## src/inc/cspc_params.svh

```systemverilog
`ifndef CSPC_PARAMS_SVH
`define CSPC_PARAMS_SVH

`define CSPC_ADDR_W 12
`define CSPC_CTRL_BASE 12'hf00
`define CSPC_STACK_MAX 12'heff
`define CSPC_OFS_STATUS 12'hffc
`define CSPC_OFS_WINDOW 12'hffd
`define CSPC_OFS_STK_HI 12'hffe
`define CSPC_OFS_STK_LO 12'hfff
`define CSPC_BIT_C 7
`define CSPC_BIT_Z 6
`define CSPC_BIT_S 5
`define CSPC_BIT_V 4
`define CSPC_BIT_D 3
`define CSPC_BIT_H 2
`define CSPC_BIT_U2 1
`define CSPC_BIT_U1 0
`define CSPC_STATUS_RST 8'h00

`endif

```

## src/inc/cspc_pkg.sv

```systemverilog
package cspc_pkg;

    typedef enum logic [3:0] {
        CSPC_OP_NONE,
        CSPC_OP_ADD,
        CSPC_OP_SUB,
        CSPC_OP_LOGIC,
        CSPC_OP_ROT,
        CSPC_OP_SHIFT,
        CSPC_OP_BITTEST,
        CSPC_OP_CARRY_INV,
        CSPC_OP_CARRY_ZERO,
        CSPC_OP_CARRY_ONE,
        CSPC_OP_USER_SET,
        CSPC_OP_RESTORE
    } cspc_op_t;

    typedef enum logic [1:0] {
        CSPC_STK_HOLD,
        CSPC_STK_INC,
        CSPC_STK_DEC
    } cspc_stk_t;

    typedef struct packed {
        logic wrEn;
        logic rdEn;
        logic [11:0] addr;
        logic [7:0] wrData;
    } cspc_bus_t;

    typedef struct packed {
        cspc_op_t op;
        logic [7:0] opA;
        logic [7:0] opB;
        logic [7:0] result;
        logic carryIn;
        logic carryOut;
        logic [7:0] userVal;
    } cspc_alu_t;

    typedef struct packed {
        logic carry;
        logic zero;
        logic sign;
        logic ovf;
        logic decAdj;
        logic halfCarry;
        logic userTwo;
        logic userOne;
    } cspc_flags_t;

endpackage

```

## src/hdl/cspc_core.sv

```systemverilog
// Function
// - Status, window, stack high, stack low sit at FFC..FFF.
// - Register bus spans 4096 bytes; top 256 are control only.
// - Stack pointer is high byte low nibble above low byte.
// - Stack lives between 000H and EFFH; stackInRange clears once the pointer enters control region.
// - Stack steps change all 12 bits, crossing page boundaries.
// - Reset leaves both stack bytes untouched.
// - Window low nibble picks the current 256-byte page.
// - Window high nibble picks the 16-byte working group.
// - Six flags follow operations; only C, V, Z, S are jump-testable.
// - User bits change only by explicit instruction and survive reset.
// - Interrupt and traps push status; interrupt return restores it.
// - Carry follows bit 7 carry or borrow; three instructions alter it.
// - Zero set when result is 00H.
// - Sign copies result bit 7.
// - Overflow marks signed range excess; logical operations clear it.
// - Overflow from add, subtract and rotate sign rules.
// - Decimal-adjust flag set by subtract, cleared by add.
// - Half-carry from bit 3 carry or bit 4 borrow.
// - Condition code comes from opcode bits 7:4.
// - Codes 0..7: never, S^V, Z|(S^V), C|Z, V, S, Z, C.
// - Codes 8..F are the negations, with 8 always.
// - Multi-byte values are big-endian.
`include "cspc_params.svh"

module cspc_core
    import cspc_pkg::*;
(
    // Clock and reset.
    input wire logic mclk,
    input wire logic sys_rst,
    // Register bus.
    input wire cspc_bus_t regBus,
    output logic [7:0] rdData,
    output logic rdHit,
    output logic ctrlRegion,
    // Flag update from the execution datapath.
    input wire cspc_alu_t alu,
    // Stack control.
    input wire cspc_stk_t stkOp,
    output logic [11:0] stackPtr,
    output logic stackInRange,
    // Status save for interrupts and traps.
    input wire logic saveStatus,
    output logic [7:0] statusPushData,
    output logic statusPushValid,
    // Window pointer decode.
    input wire logic [3:0] workRegNum,
    output logic [3:0] curPage,
    output logic [3:0] curGroup,
    output logic [11:0] workRegAddr,
    // Condition evaluation.
    input wire logic [7:0] jumpOpcode,
    output logic jumpTaken,
    // Whole status byte.
    output cspc_flags_t flags
);

    localparam logic [7:0] STATUS_RST = `CSPC_STATUS_RST;

    logic [7:0] windowReg;
    logic [7:0] stkHiReg;
    logic [7:0] stkLoReg;
    logic [5:0] opFlagReg;
    logic [5:0] opFlagNext;
    logic [1:0] userReg;
    logic [1:0] userNext;
    logic [11:0] spCur;
    logic [11:0] spNext;
    logic [8:0] sum9;
    logic [4:0] nib5;
    logic fc;
    logic fz;
    logic fs;
    logic fv;
    logic fd;
    logic fh;
    logic [3:0] cond;
    logic sxv;
    logic condRaw;
    logic wrStatus;
    logic wrWindow;
    logic wrStkHi;
    logic wrStkLo;
    logic [7:0] statusByte;

    // One exact address comparator per control register write.
    cspc_addr_match #(
        .MATCH_ADDR(`CSPC_OFS_STATUS)
    ) status_wr_u (
        .strobe(regBus.wrEn),
        .addr(regBus.addr),
        .hit(wrStatus)
    );

    cspc_addr_match #(
        .MATCH_ADDR(`CSPC_OFS_WINDOW)
    ) window_wr_u (
        .strobe(regBus.wrEn),
        .addr(regBus.addr),
        .hit(wrWindow)
    );

    cspc_addr_match #(
        .MATCH_ADDR(`CSPC_OFS_STK_HI)
    ) stk_hi_wr_u (
        .strobe(regBus.wrEn),
        .addr(regBus.addr),
        .hit(wrStkHi)
    );

    cspc_addr_match #(
        .MATCH_ADDR(`CSPC_OFS_STK_LO)
    ) stk_lo_wr_u (
        .strobe(regBus.wrEn),
        .addr(regBus.addr),
        .hit(wrStkLo)
    );

    assign ctrlRegion = regBus.addr >= `CSPC_CTRL_BASE;

    // Flag computation from the datapath operation.
    always_comb begin
        sum9 = 9'h000;
        nib5 = 5'h00;
        fc = opFlagReg[5];
        fz = opFlagReg[4];
        fs = opFlagReg[3];
        fv = opFlagReg[2];
        fd = opFlagReg[1];
        fh = opFlagReg[0];
        case (alu.op)
            CSPC_OP_ADD: begin
                sum9 = {1'b0, alu.opA} + {1'b0, alu.opB} + {8'h00, alu.carryIn};
                nib5 = {1'b0, alu.opA[3:0]} + {1'b0, alu.opB[3:0]} + {4'h0, alu.carryIn};
                fc = sum9[8];
                fz = sum9[7:0] == 8'h00;
                fs = sum9[7];
                fv = (alu.opA[7] == alu.opB[7]) && (sum9[7] != alu.opA[7]);
                fd = 1'b0;
                fh = nib5[4];
            end
            CSPC_OP_SUB: begin
                // Destination opA minus source opB.
                sum9 = {1'b0, alu.opA} - {1'b0, alu.opB} - {8'h00, alu.carryIn};
                nib5 = {1'b0, alu.opA[3:0]} - {1'b0, alu.opB[3:0]} - {4'h0, alu.carryIn};
                fc = sum9[8];
                fz = sum9[7:0] == 8'h00;
                fs = sum9[7];
                fv = (alu.opA[7] != alu.opB[7]) && (sum9[7] == alu.opB[7]);
                fd = 1'b1;
                fh = nib5[4];
            end
            CSPC_OP_LOGIC: begin
                fz = alu.result == 8'h00;
                fs = alu.result[7];
                fv = 1'b0;
            end
            CSPC_OP_ROT: begin
                fc = alu.carryOut;
                fz = alu.result == 8'h00;
                fs = alu.result[7];
                fv = alu.result[7] != alu.opA[7];
            end
            CSPC_OP_SHIFT: begin
                fc = alu.carryOut;
                fz = alu.result == 8'h00;
                fs = alu.result[7];
                fv = alu.result[7] != alu.opA[7];
            end
            CSPC_OP_BITTEST: begin
                fz = alu.result == 8'h00;
            end
            CSPC_OP_CARRY_INV: begin
                fc = ~opFlagReg[5];
            end
            CSPC_OP_CARRY_ZERO: begin
                fc = 1'b0;
            end
            CSPC_OP_CARRY_ONE: begin
                fc = 1'b1;
            end
            CSPC_OP_RESTORE: begin
                {fc, fz, fs, fv, fd, fh} = alu.userVal[7:2];
            end
            default: begin
                fc = opFlagReg[5];
            end
        endcase
        opFlagNext = {fc, fz, fs, fv, fd, fh};
    end

    // User bits: only an explicit load or a status restore changes them.
    always_comb begin
        userNext = userReg;
        if (alu.op == CSPC_OP_USER_SET || alu.op == CSPC_OP_RESTORE) begin
            userNext = alu.userVal[1:0];
        end
    end

    always_ff @(posedge mclk) begin
        if (sys_rst) begin
            opFlagReg <= STATUS_RST[7:2];
        end else if (wrStatus) begin
            opFlagReg <= regBus.wrData[7:2];
        end else begin
            opFlagReg <= opFlagNext;
        end
    end

    // User bits are outside reset on purpose.
    always_ff @(posedge mclk) begin
        if (wrStatus) begin
            userReg <= regBus.wrData[1:0];
        end else begin
            userReg <= userNext;
        end
    end

    always_ff @(posedge mclk) begin
        if (sys_rst) begin
            windowReg <= 8'h00;
        end else if (wrWindow) begin
            windowReg <= regBus.wrData;
        end
    end

    assign spCur = {stkHiReg[3:0], stkLoReg};

    always_comb begin
        case (stkOp)
            CSPC_STK_INC: begin
                spNext = spCur + 12'h001;
            end
            CSPC_STK_DEC: begin
                spNext = spCur - 12'h001;
            end
            default: begin
                spNext = spCur;
            end
        endcase
    end

    // Stack bytes carry no reset; software must load them first.
    always_ff @(posedge mclk) begin
        if (wrStkHi) begin
            stkHiReg <= regBus.wrData;
        end else if (stkOp != CSPC_STK_HOLD) begin
            stkHiReg <= {stkHiReg[7:4], spNext[11:8]};
        end
    end

    always_ff @(posedge mclk) begin
        if (wrStkLo) begin
            stkLoReg <= regBus.wrData;
        end else if (stkOp != CSPC_STK_HOLD) begin
            stkLoReg <= spNext[7:0];
        end
    end

    assign stackPtr = spCur;
    assign stackInRange = spCur <= `CSPC_STACK_MAX;

    assign statusByte = {opFlagReg, userReg};
    assign flags = statusByte;

    // Status push: registered copy of the byte at the save request.
    always_ff @(posedge mclk) begin
        if (sys_rst) begin
            statusPushData <= 8'h00;
            statusPushValid <= 1'b0;
        end else begin
            statusPushValid <= saveStatus;
            if (saveStatus) begin
                statusPushData <= statusByte;
            end
        end
    end

    assign curPage = windowReg[3:0];
    assign curGroup = windowReg[7:4];
    assign workRegAddr = {windowReg[3:0], windowReg[7:4], workRegNum};

    // Condition evaluation on C, Z, S, V only.
    assign cond = jumpOpcode[7:4];
    assign sxv = opFlagReg[3] ^ opFlagReg[2];

    always_comb begin
        case (cond[2:0])
            3'h0: condRaw = 1'b0;
            3'h1: condRaw = sxv;
            3'h2: condRaw = opFlagReg[4] | sxv;
            3'h3: condRaw = opFlagReg[5] | opFlagReg[4];
            3'h4: condRaw = opFlagReg[2];
            3'h5: condRaw = opFlagReg[3];
            3'h6: condRaw = opFlagReg[4];
            3'h7: condRaw = opFlagReg[5];
            default: condRaw = 1'b0;
        endcase
    end

    assign jumpTaken = cond[3] ^ condRaw;

    // Register read, registered one cycle after the strobe.
    always_ff @(posedge mclk) begin
        if (sys_rst) begin
            rdData <= 8'h00;
            rdHit <= 1'b0;
        end else begin
            rdHit <= 1'b0;
            rdData <= 8'h00;
            if (regBus.rdEn) begin
                case (regBus.addr)
                    `CSPC_OFS_STATUS: begin
                        rdData <= statusByte;
                        rdHit <= 1'b1;
                    end
                    `CSPC_OFS_WINDOW: begin
                        rdData <= windowReg;
                        rdHit <= 1'b1;
                    end
                    `CSPC_OFS_STK_HI: begin
                        rdData <= stkHiReg;
                        rdHit <= 1'b1;
                    end
                    `CSPC_OFS_STK_LO: begin
                        rdData <= stkLoReg;
                        rdHit <= 1'b1;
                    end
                    default: begin
                        rdData <= 8'h00;
                    end
                endcase
            end
        end
    end

endmodule

// Flags a strobe aimed at one fixed register address.
module cspc_addr_match
    import cspc_pkg::*;
#(
    parameter logic [11:0] MATCH_ADDR = 12'h000
) (
    // Request.
    input wire logic strobe,
    input wire logic [11:0] addr,
    // Result.
    output logic hit
);

    assign hit = strobe && addr == MATCH_ADDR;

endmodule

```

## config.mk

```make
export PLATFORM = sky130hd
export DESIGN_NAME = cspc_core
export DESIGN_NICKNAME = d
export VERILOG_FILES = /design/src/inc/cspc_pkg.sv /design/src/hdl/cspc_core.sv
export VERILOG_INCLUDE_DIRS = /design/src /design/src/inc
export SDC_FILE = /design/constraint.sdc
export NUM_CORES = 1
export LEC_CHECK = 0
export ABC_AREA = 0
export BUFFER_PORTS_ARGS = -buffer_cell sky130_fd_sc_hd__buf_4
export CORE_ASPECT_RATIO = 0.9
export CORE_MARGIN = 5
export CORE_UTILIZATION = 50
export CTS_BUF_LIST = sky130_fd_sc_hd__clkbuf_4 sky130_fd_sc_hd__clkbuf_8 sky130_fd_sc_hd__clkbuf_16
export CTS_CLUSTER_DIAMETER = 100
export CTS_CLUSTER_SIZE = 16
export DETAILED_ROUTE_END_ITERATION = 16
export PLACE_DENSITY = 0.83
export SLEW_MARGIN = 0
export SYNTH_ARGS = -nofsm -noshare
export SYNTH_HDL_FRONTEND = slang
export SYNTH_HIERARCHICAL = 1
export SYNTH_SLANG_ARGS = --single-unit
```

## constraint.sdc

```tcl
create_clock -name mclk -period 3.9 [get_ports mclk]
set_input_delay 0.39 -clock mclk [delete_from_list [all_inputs] [get_ports mclk]]
set_output_delay 0.39 -clock mclk [all_outputs]
set_load 0.1 [all_outputs]
```

==> flow_summary.ini, run 1 <==
[status]
status = finished clean

[sta]
tightestPinTransition_ns = 0.6989
rsz0062_at_grt = no
hold_viol = 0
setup_viol = 0
finalWorstSetupSlack_ns = 0.5775
tns_ns = 0
slew_violations = 0
fmax_mhz = 301.0
fin_worst_skew_ns = 0.007993
finalCriticalPeriod_ns = 3.323
period_share_pct = 85.19
slew_headroom_pct = 53.05

[clock_tree]
clk_latency_ns = 0.31
cts_tree = built
clockBufferDepth = 2
ctsHoldBuffers = 0
cts.sinks = 50
cts_resized = 0
cts-buffers-inserted = 5
clk_pin_slew_ns = 0.09
post-cts-setup-buffers = 0
htreeDepth = 2
clock-root-buffer = clkbuf_8

[power]
ir_drop_v = 0.0005727
finalPower_mw = 2.368
power.density_nw_per_um2 = 454.8
leakagePower_nw = 2.231

[critical_path]
cp-start-kind = input pin
worstSetupPathType = in -> reg
cp_max_fo = 3
reg2reg_depth = 7
crit_arrival_ns = 3.55
rrSetupSlack_ns = 1.48
r2r-start = stkLoReg[2]$_DFFE_PP_
timing.rr.end = stkHiReg[3]$_DFFE_PP_
cp-end-kind = flop
worst_ep_required_time_ns = 4.12

[floorplanning]
die_area_um2 = 10360
core_area_um2 = 8145
ioPinCount = 138
die_h_um = 97.08
initial_core_util_pct = 51.72
die_width_um = 106.8
rows = 31

[synthesis]
synth_nets = 580
synth_edf_count = 18
syn_area_um2 = 4213
synthFlopType = dfxtp_1
netlist-cell-type-count = 74
synthArstFlopShare_pct = 0
yosysSeqAreaShare_pct = 28.04
avgSynthCellArea_um2 = 9.021
synth_cells = 467
synth-seq-cells = 50
synth-warning-count = 6

[layout]
diodes = 0
syn2layout_area_growth_pct = 23.58
fin_nets = 684
nFillCells = 688
drive_above_1_share_pct = 29.02

[hold_path]
hold_path_class = in -> reg
hp-start = regBus[0]
whs_path_depth = 3
min_to = windowReg[0]$_SDFFE_PP0P_

[global_route]
antenna_found_initial = 0
gr-total-overflow = 0
grt_usage_pct = 21.48
grt_pass1_wl_um = 18570
grt_max_degree = 26
grt_pass1_vias = 3841

[place]
dp_slack_ns = 0.2839
port_buffers = 125
place_congestion = 0.8832
dp_hpwl_um = 9449

[routing]
via_count = 3976
ant_nets = 0
drt-vias-per-instance = 5.925
totalWireLength_um = 11840
drt-initial-drc-count = 264
drcViolationCount = 0
wl_per_cell_um = 17.64
firstDrtPassIters = 4

[flow_run]
max_cap_violations = 0
cell usage after synthesis (all sizes together) (11+ instances only):
library cell  instances  area (um^2)
a21oi                18        90.09
buf                  20        145.1
nand2                25        93.84
ha                   31        387.9
nor3                 11        55.05
nand3                11        55.05
nand4                12        75.07
clkbuf               12        45.04
mux2i                19        190.2
edfxtp               18        540.5
nand2b               11        68.82
nor2                 40        150.1
nor2b                13        81.33
o21ai                22        110.1
xnor2                17        148.9
dfxtp                32        640.6
inv                  34        127.6
flip-flops by register name, summed over array words and instances, names as in the netlist:
signal and count:
opFlagReg 6, stkHiReg 8, rdHit 1, statusPushData 8, stkLoReg 8, statusPushValid 1
userReg 2, windowReg 8, rdData 8
stage by stage:
step | instances | instance area [um^2] | util, % | hold slack, ns
after floorplan | 467 | 4213 | - | 0.4745
final | 671 | 5206 | 63.92 | 0.3612
after global routing | 671 | 5206 | 63.92 | 0.3877
after global placement | 663 | 5115 | 62.80 | 0.4782
after detailed placement | 663 | 5115 | 62.80 | 0.4878
after CTS | 671 | 5206 | 63.92 | 0.3612
how the worst max path moves through the flow:
stage | startpoint | slack [ns] | cells past startpoint | endpoint
2_1_floorplan | opFlagReg[5]$_SDFFE_PP0P_ | 0.39 | 6 | jumpTaken
3_3_place_gp | alu[9] | 0.40 | 12 | opFlagReg[5]$_SDFFE_PP0P_
3_5_place_dp | alu[9] | 0.28 | 12 | opFlagReg[5]$_SDFFE_PP0P_
4_1_cts | alu[9] | 0.58 | 12 | opFlagReg[5]$_SDFFE_PP0P_
5_1_grt | alu[9] | 0.34 | 12 | opFlagReg[5]$_SDFFE_PP0P_
6_report | alu[9] | 0.58 | 12 | opFlagReg[5]$_SDFFE_PP0P_
routing by layer:
metal | share of wire [%] | track usage (%) | wire, um | vias to the layer above
met5 | 0 | 0 | 0 | -
met2 | 51 | 38.00 | 5989 | 152
met1 | 41 | 27.71 | 4889 | 1911
met4 | 2.1 | 6.195 | 248 | 0
li1 | - | - | - | 1895
met3 | 6.0 | 1.927 | 712 | 18
where the power goes:
group	internal, mW	switching (mW)	leakage (nW)
Combinational	0.442	0.892	1.76
Clock	0.149	0.168	0.0498
Sequential	0.637	0.0810	0.422
cell type report:
class	instances	area (um^2)	area share, %
Multi-Input combinational cell	351	2714	52.13
Sequential cell	50	1181	22.69
Timing Repair Buffer	129	968.4	18.60
Inverter	34	127.6	2.451
Tap cell	99	123.9	2.379
Clock buffer	8	91.34	1.754
cell families after synthesis:
kind of cell	Yosys count	synth area share [%]
xor gates and xnor gates	25	5.198
AOI/OAI and AO/OA	92	15.30
DFF	50	28.04
muxes	33	10.39
and+or+nand+nor	165	21.95
buffers and inverters	66	7.544
adders and majority gates	36	11.58
critical path, cell delays in order:
cell and delay [ns]:
buf_4 0.12, fa_1 0.58, inv_1 0.08, ha_1 0.19
or2_2 0.30, fa_1 0.40, nand2b_1 0.20, a2111oi_0 0.61
o41ai_1 0.21, xnor2_1 0.18, nand2_1 0.07, a211oi_1 0.21
cell usage in the layout (no fill, tap or decap), types with 5 or more instances in the layout:
cell type / instances
dfxtp_1: 32
mux2_2: 6
inv_1: 34
nand2_1: 25
nand3b_1: 5
and2_1: 5
nor3_1: 11
nor2b_1: 13
xnor2_1: 17
clkbuf_8: 5
xor2_1: 8
buf_4: 129
nand3_1: 11
nand2b_1: 11
a21oi_1: 18
edfxtp_1: 18
fa_1: 5
mux2i_1: 19
mux4_2: 8
nor2_1: 40
a211oi_1: 6
nand4_1: 12
o21a_1: 6
o21ai_0: 22
ha_1: 31
Power figures use the tool's default switching activity.
==> inputs of run 2 (changes only) <==
CORE_ASPECT_RATIO = not set   (was 0.9)
==> flow_summary.ini, run 2 (synthesis gave the netlist of run 1 again) <==
[place]
dp_hpwl_um = 9420
port_buffers = 125
numPlacedInstances = 669
dp_slack_ns = 0.4034
place_congestion = 0.9013
dpl_cell_area_um2 = 5122

[power]
clockPowerShare_pct = 13.7
pwr-share-seq_pct = 30.5
switching_power_mw = 1.164
switching_share_pct = 48.99
finalPower_mw = 2.377
p_int_mw = 1.212
share_comb_of_total_power_pct = 55.9
power.density_nw_per_um2 = 455.3
leakagePower_nw = 2.232
ir_drop_v = 0.0002749

[sta]
tns_ns = 0
slew_headroom_pct = 47.54
hold_viol = 0
fmax_mhz = 309.2
rsz0062_at_grt = no
period_share_pct = 82.92
setup_viol = 0
tightestPinTransition_ns = 0.7809
finalCriticalPeriod_ns = 3.234
slew_violations = 0
finalWorstSetupSlack_ns = 0.6663
fin_worst_skew_ns = 0.008460
holdWs_ns = 0.3599

[critical_path]
crit_buf_inv = 2
rrSetupSlack_ns = 1.52
worst_ep_required_time_ns = 4.14
crit_arrival_ns = 3.47
cp-end-kind = flop
critPathSlowestCell = a2111oi_0
worstSetupPathType = in -> reg
worstPathCellList = buf_4 -> fa_1 -> inv_1 -> ha_1 -> or2_2 -> fa_1 -> nand2b_1 -> a2111oi_0 -> o41ai_1 -> xnor2_1 -> nand2_1 -> a211oi_1
cp-start-kind = input pin
crit_top_cell = fa_1
cp_top_family = adder cells
cp_max_fo = 3
critPathMaxStageDelay_ns = 0.62

[global_route]
grt_pass1_vias = 3808
grt_max_degree = 26
grt_pass1_wl_um = 18360
gr-total-overflow = 0
antenna_found_initial = 0
grt_usage_pct = 22.07

[layout]
fin_nets = 684
syn2layout_area_growth_pct = 23.91
drive_above_1_share_pct = 29.02
final_common_cell = buf_4
fin_cells = 677
nFillCells = 717
final_util_pct = 63.53
final_cell_mix = 129 x buf_4, 40 x nor2_1, 34 x inv_1
final_area_um2 = 5220
diodes = 0

[routing]
drt-initial-drc-count = 391
drt-vias-per-instance = 5.917
drcViolationCount = 0
totalWireLength_um = 11720
wl_per_cell_um = 17.32
via_count = 4006
firstDrtPassIters = 4
ant_nets = 0

[clock_tree]
cts-buffers-inserted = 5
ctsHoldBuffers = 0
clock-root-buffer = clkbuf_8
htreeDepth = 2
cts_resized = 0
post-cts-setup-buffers = 0
cts.sinks = 50
clk_latency_ns = 0.31
clk_pin_slew_ns = 0.10
cts_tree = built
clockBufferDepth = 2

[floorplanning]
ioPinCount = 138
rows = 33
die_h_um = 101.8
die_area_um2 = 10360
die_width_um = 101.8
core_area_um2 = 8217
initial_core_util_pct = 51.27

[hold_path]
hold_path_class = in -> reg

[flow_run]
max_cap_violations = 0

[status]
status = finished clean
run 2: worst reg2reg max path: stages, from the launching register on:
cell	delay (ns)
edfxtp_1	0.47
ha_1	0.32
a21oi_1	0.08
o21ai_0	0.37
o22ai_1	0.23
o31ai_1	0.34
xnor2_1	0.10
mux2_2	0.26
run 2: final timing paths:
| check | startpoint | to | cells after the start |
|---|---|---|---|
| worst max-delay path | alu[9] | opFlagReg[5]$_SDFFE_PP0P_ | 12 |
| worst min-delay path | regBus[0] | windowReg[0]$_SDFFE_PP0P_ | 3 |
| worst max register to register | stkLoReg[1]$_DFFE_PP_ | stkHiReg[3]$_DFFE_PP_ | 7 |
| worst min register to register | statusPushData[2]$_SDFFE_PP0P_ | statusPushData[2]$_SDFFE_PP0P_ | 2 |
run 2: metal layers:
metal  up-vias  wire, um  global-route usage, %
met5         -         0                      0
met4         0       170                  6.033
met3        14       862                  3.650
met2       170      5583                  36.82
met1      1932      5107                  29.63
li1       1890         -                      -
run 2: final cells by class:
cell class                      instances  area, um^2  share of cell area [%]
Tap cell                              105       131.4                   2.517
Sequential cell                        50        1181                   22.63
Clock buffer                            5       68.82                   1.318
Clock inverter                          3       28.78                  0.5513
Inverter                               34       127.6                   2.445
Timing Repair Buffer                  129       968.4                   18.55
Multi-Input combinational cell        351        2714                   51.99
run 2: power groups by stage:
stage | registers [mW] | logic (mW) | clock network, mW
2_1_floorplan | 0.998 | 0.779 | 0
3_3_place_gp | 0.732 | 1.29 | 0
3_5_place_dp | 0.733 | 1.32 | 0
4_1_cts | 0.721 | 1.33 | 0.328
5_1_grt | 0.729 | 1.42 | 0.352
6_report | 0.724 | 1.33 | 0.325
==> inputs of run 3 (changes only) <==
CORE_UTILIZATION = 47   (was 50)
PLACE_DENSITY = 0.82   (was 0.83)
clock period = 2.9 ns   (was 3.9 ns; I/O delays follow)
==> flow_summary.ini, run 3 (synthesis gave the netlist of run 1 again) <==
[status]
status = finished clean

[hold_path]
min_to = windowReg[3]$_SDFFE_PP0P_
hold_path_class = in -> reg
hp-start = regBus[3]
whs_path_depth = 3

[layout]
diodes = 0
final_cell_mix = 134 x buf_4, 40 x nor2_1, 34 x inv_1
syn2layout_area_growth_pct = 26.20
fin_nets = 689
final_common_cell = buf_4
drive_above_1_share_pct = 30.85
nFillCells = 716

[sta]
slew_headroom_pct = 48.09
finalCriticalPeriod_ns = 2.795
holdWs_ns = 0.2484
slew_violations = 0
period_share_pct = 96.37
tightestPinTransition_ns = 0.7728
hold_viol = 0
fin_worst_skew_ns = 0.007550
finalWorstSetupSlack_ns = 0.1052
rsz0062_at_grt = no
fmax_mhz = 357.8
setup_viol = 0

[routing]
wl_met1_um = 5061
top_layer_used = met4
drt-initial-drc-count = 269
totalWireLength_um = 12530
via_count = 4069
met3WireLength_um = 1123
ant_nets = 0
wl_met2_um = 6099
drcViolationCount = 0
wl_per_cell_um = 18.29
firstDrtPassIters = 5
drt-vias-per-instance = 5.940

[clock_tree]
clk_pin_slew_ns = 0.10
clock-root-buffer = clkbuf_8
post-cts-setup-buffers = 0
cts.sinks = 50
clk_latency_ns = 0.31
cts-buffers-inserted = 5
clockBufferDepth = 2
cts_tree = built
htreeDepth = 2
ctsHoldBuffers = 0

[global_route]
grt_pass1_wl_um = 20520
grt_pass1_vias = 4060
antenna_found_initial = 0
grt_usage_pct = 22.38
gr-total-overflow = 0
grt_max_degree = 26

[floorplanning]
ioPinCount = 138
rows = 34
die_width_um = 104.7
initial_core_util_pct = 48.31
die_area_um2 = 10960
die_h_um = 104.7
core_area_um2 = 8721

[critical_path]
worstSetupPathType = in -> reg
worstPathCellList = buf_4 -> fa_1 -> inv_1 -> ha_1 -> or2_2 -> fa_2 -> nand2b_4 -> a2111oi_4 -> or3_1 -> xor2_1 -> nand4_1 -> o211ai_2
r2r-start = stkLoReg[4]$_DFFE_PP_
crit_arrival_ns = 3.04
cp_max_fo = 3
critPathMaxStageDelay_ns = 0.55
timing.rr.end = stkHiReg[3]$_DFFE_PP_
crit_buf_inv = 2
critPathSlowestCell = fa_1
cp_top_family = adder cells
worst_ep_required_time_ns = 3.15
cp-end-kind = flop
cp-start-kind = input pin
reg2reg_depth = 6
startpoint = alu[9]
rrSetupSlack_ns = 0.57

[place]
place_congestion = 0.8651
dp_slack_ns = -0.3718
port_buffers = 125
dp_hpwl_um = 10010

[power]
power.density_nw_per_um2 = 612.6
ir_drop_v = 0.0005040
leakagePower_nw = 2.269
finalPower_mw = 3.257

[flow_run]
max_cap_violations = 0
-- run 3: worst min-delay path, stage by stage --
cell     delay, ns
buf_4         0.10
mux2i_1       0.07
nor2_1        0.07
-- run 3: what timing repair did --
action	4_1_cts	5_1_grt
cloned	0	0
gates resized for setup	1	6
pin swaps	0	2
setup endpoints to repair	2	3
-- run 3: worst max path at each step --
stage,depth (start not counted),end,slack (ns)
final,12,opFlagReg[4]$_SDFFE_PP0P_,0.11
after detailed placement,12,opFlagReg[4]$_SDFFE_PP0P_,-0.37
after floorplan,6,jumpTaken,-0.03
after global placement,12,opFlagReg[5]$_SDFFE_PP0P_,-0.21
after global routing,12,opFlagReg[4]$_SDFFE_PP0P_,0.003
after CTS,12,opFlagReg[4]$_SDFFE_PP0P_,0.006
-- run 3: layout make-up --
cell class | count | area [um^2] | area share [%]
inverter | 34 | 127.6 | 2.401
tap | 108 | 135.1 | 2.542
timing repair buffer | 134 | 1006 | 18.92
multi-input combinational | 351 | 2766 | 52.04
sequential | 50 | 1181 | 22.22
clock buffer | 6 | 82.58 | 1.553
clock inverter | 2 | 17.52 | 0.3295
-- run 3: where the power goes --
group	internal, mW	switching [mW]
clock network	0.197	0.251
registers	0.857	0.121
logic	0.617	1.21
-- run 3: metrics by stage --
step	util [%]	instance area, um^2	TNS (ns)	cells
finish	60.96	5316	0	685
global route	60.96	5316	0	685
CTS	60.66	5290	0	685
detailed placement	59.37	5177	-0.9522	677
global placement	59.37	5177	-0.5324	677
floorplan	-	4227	-0.02601	467
-- run 3: routing by layer --
layer  vias up  GRT usage [%]
met1      1937          30.25
met3        25          3.884
li1       1904              -
met5         -              0
met4         0          6.575
met2       203          36.83
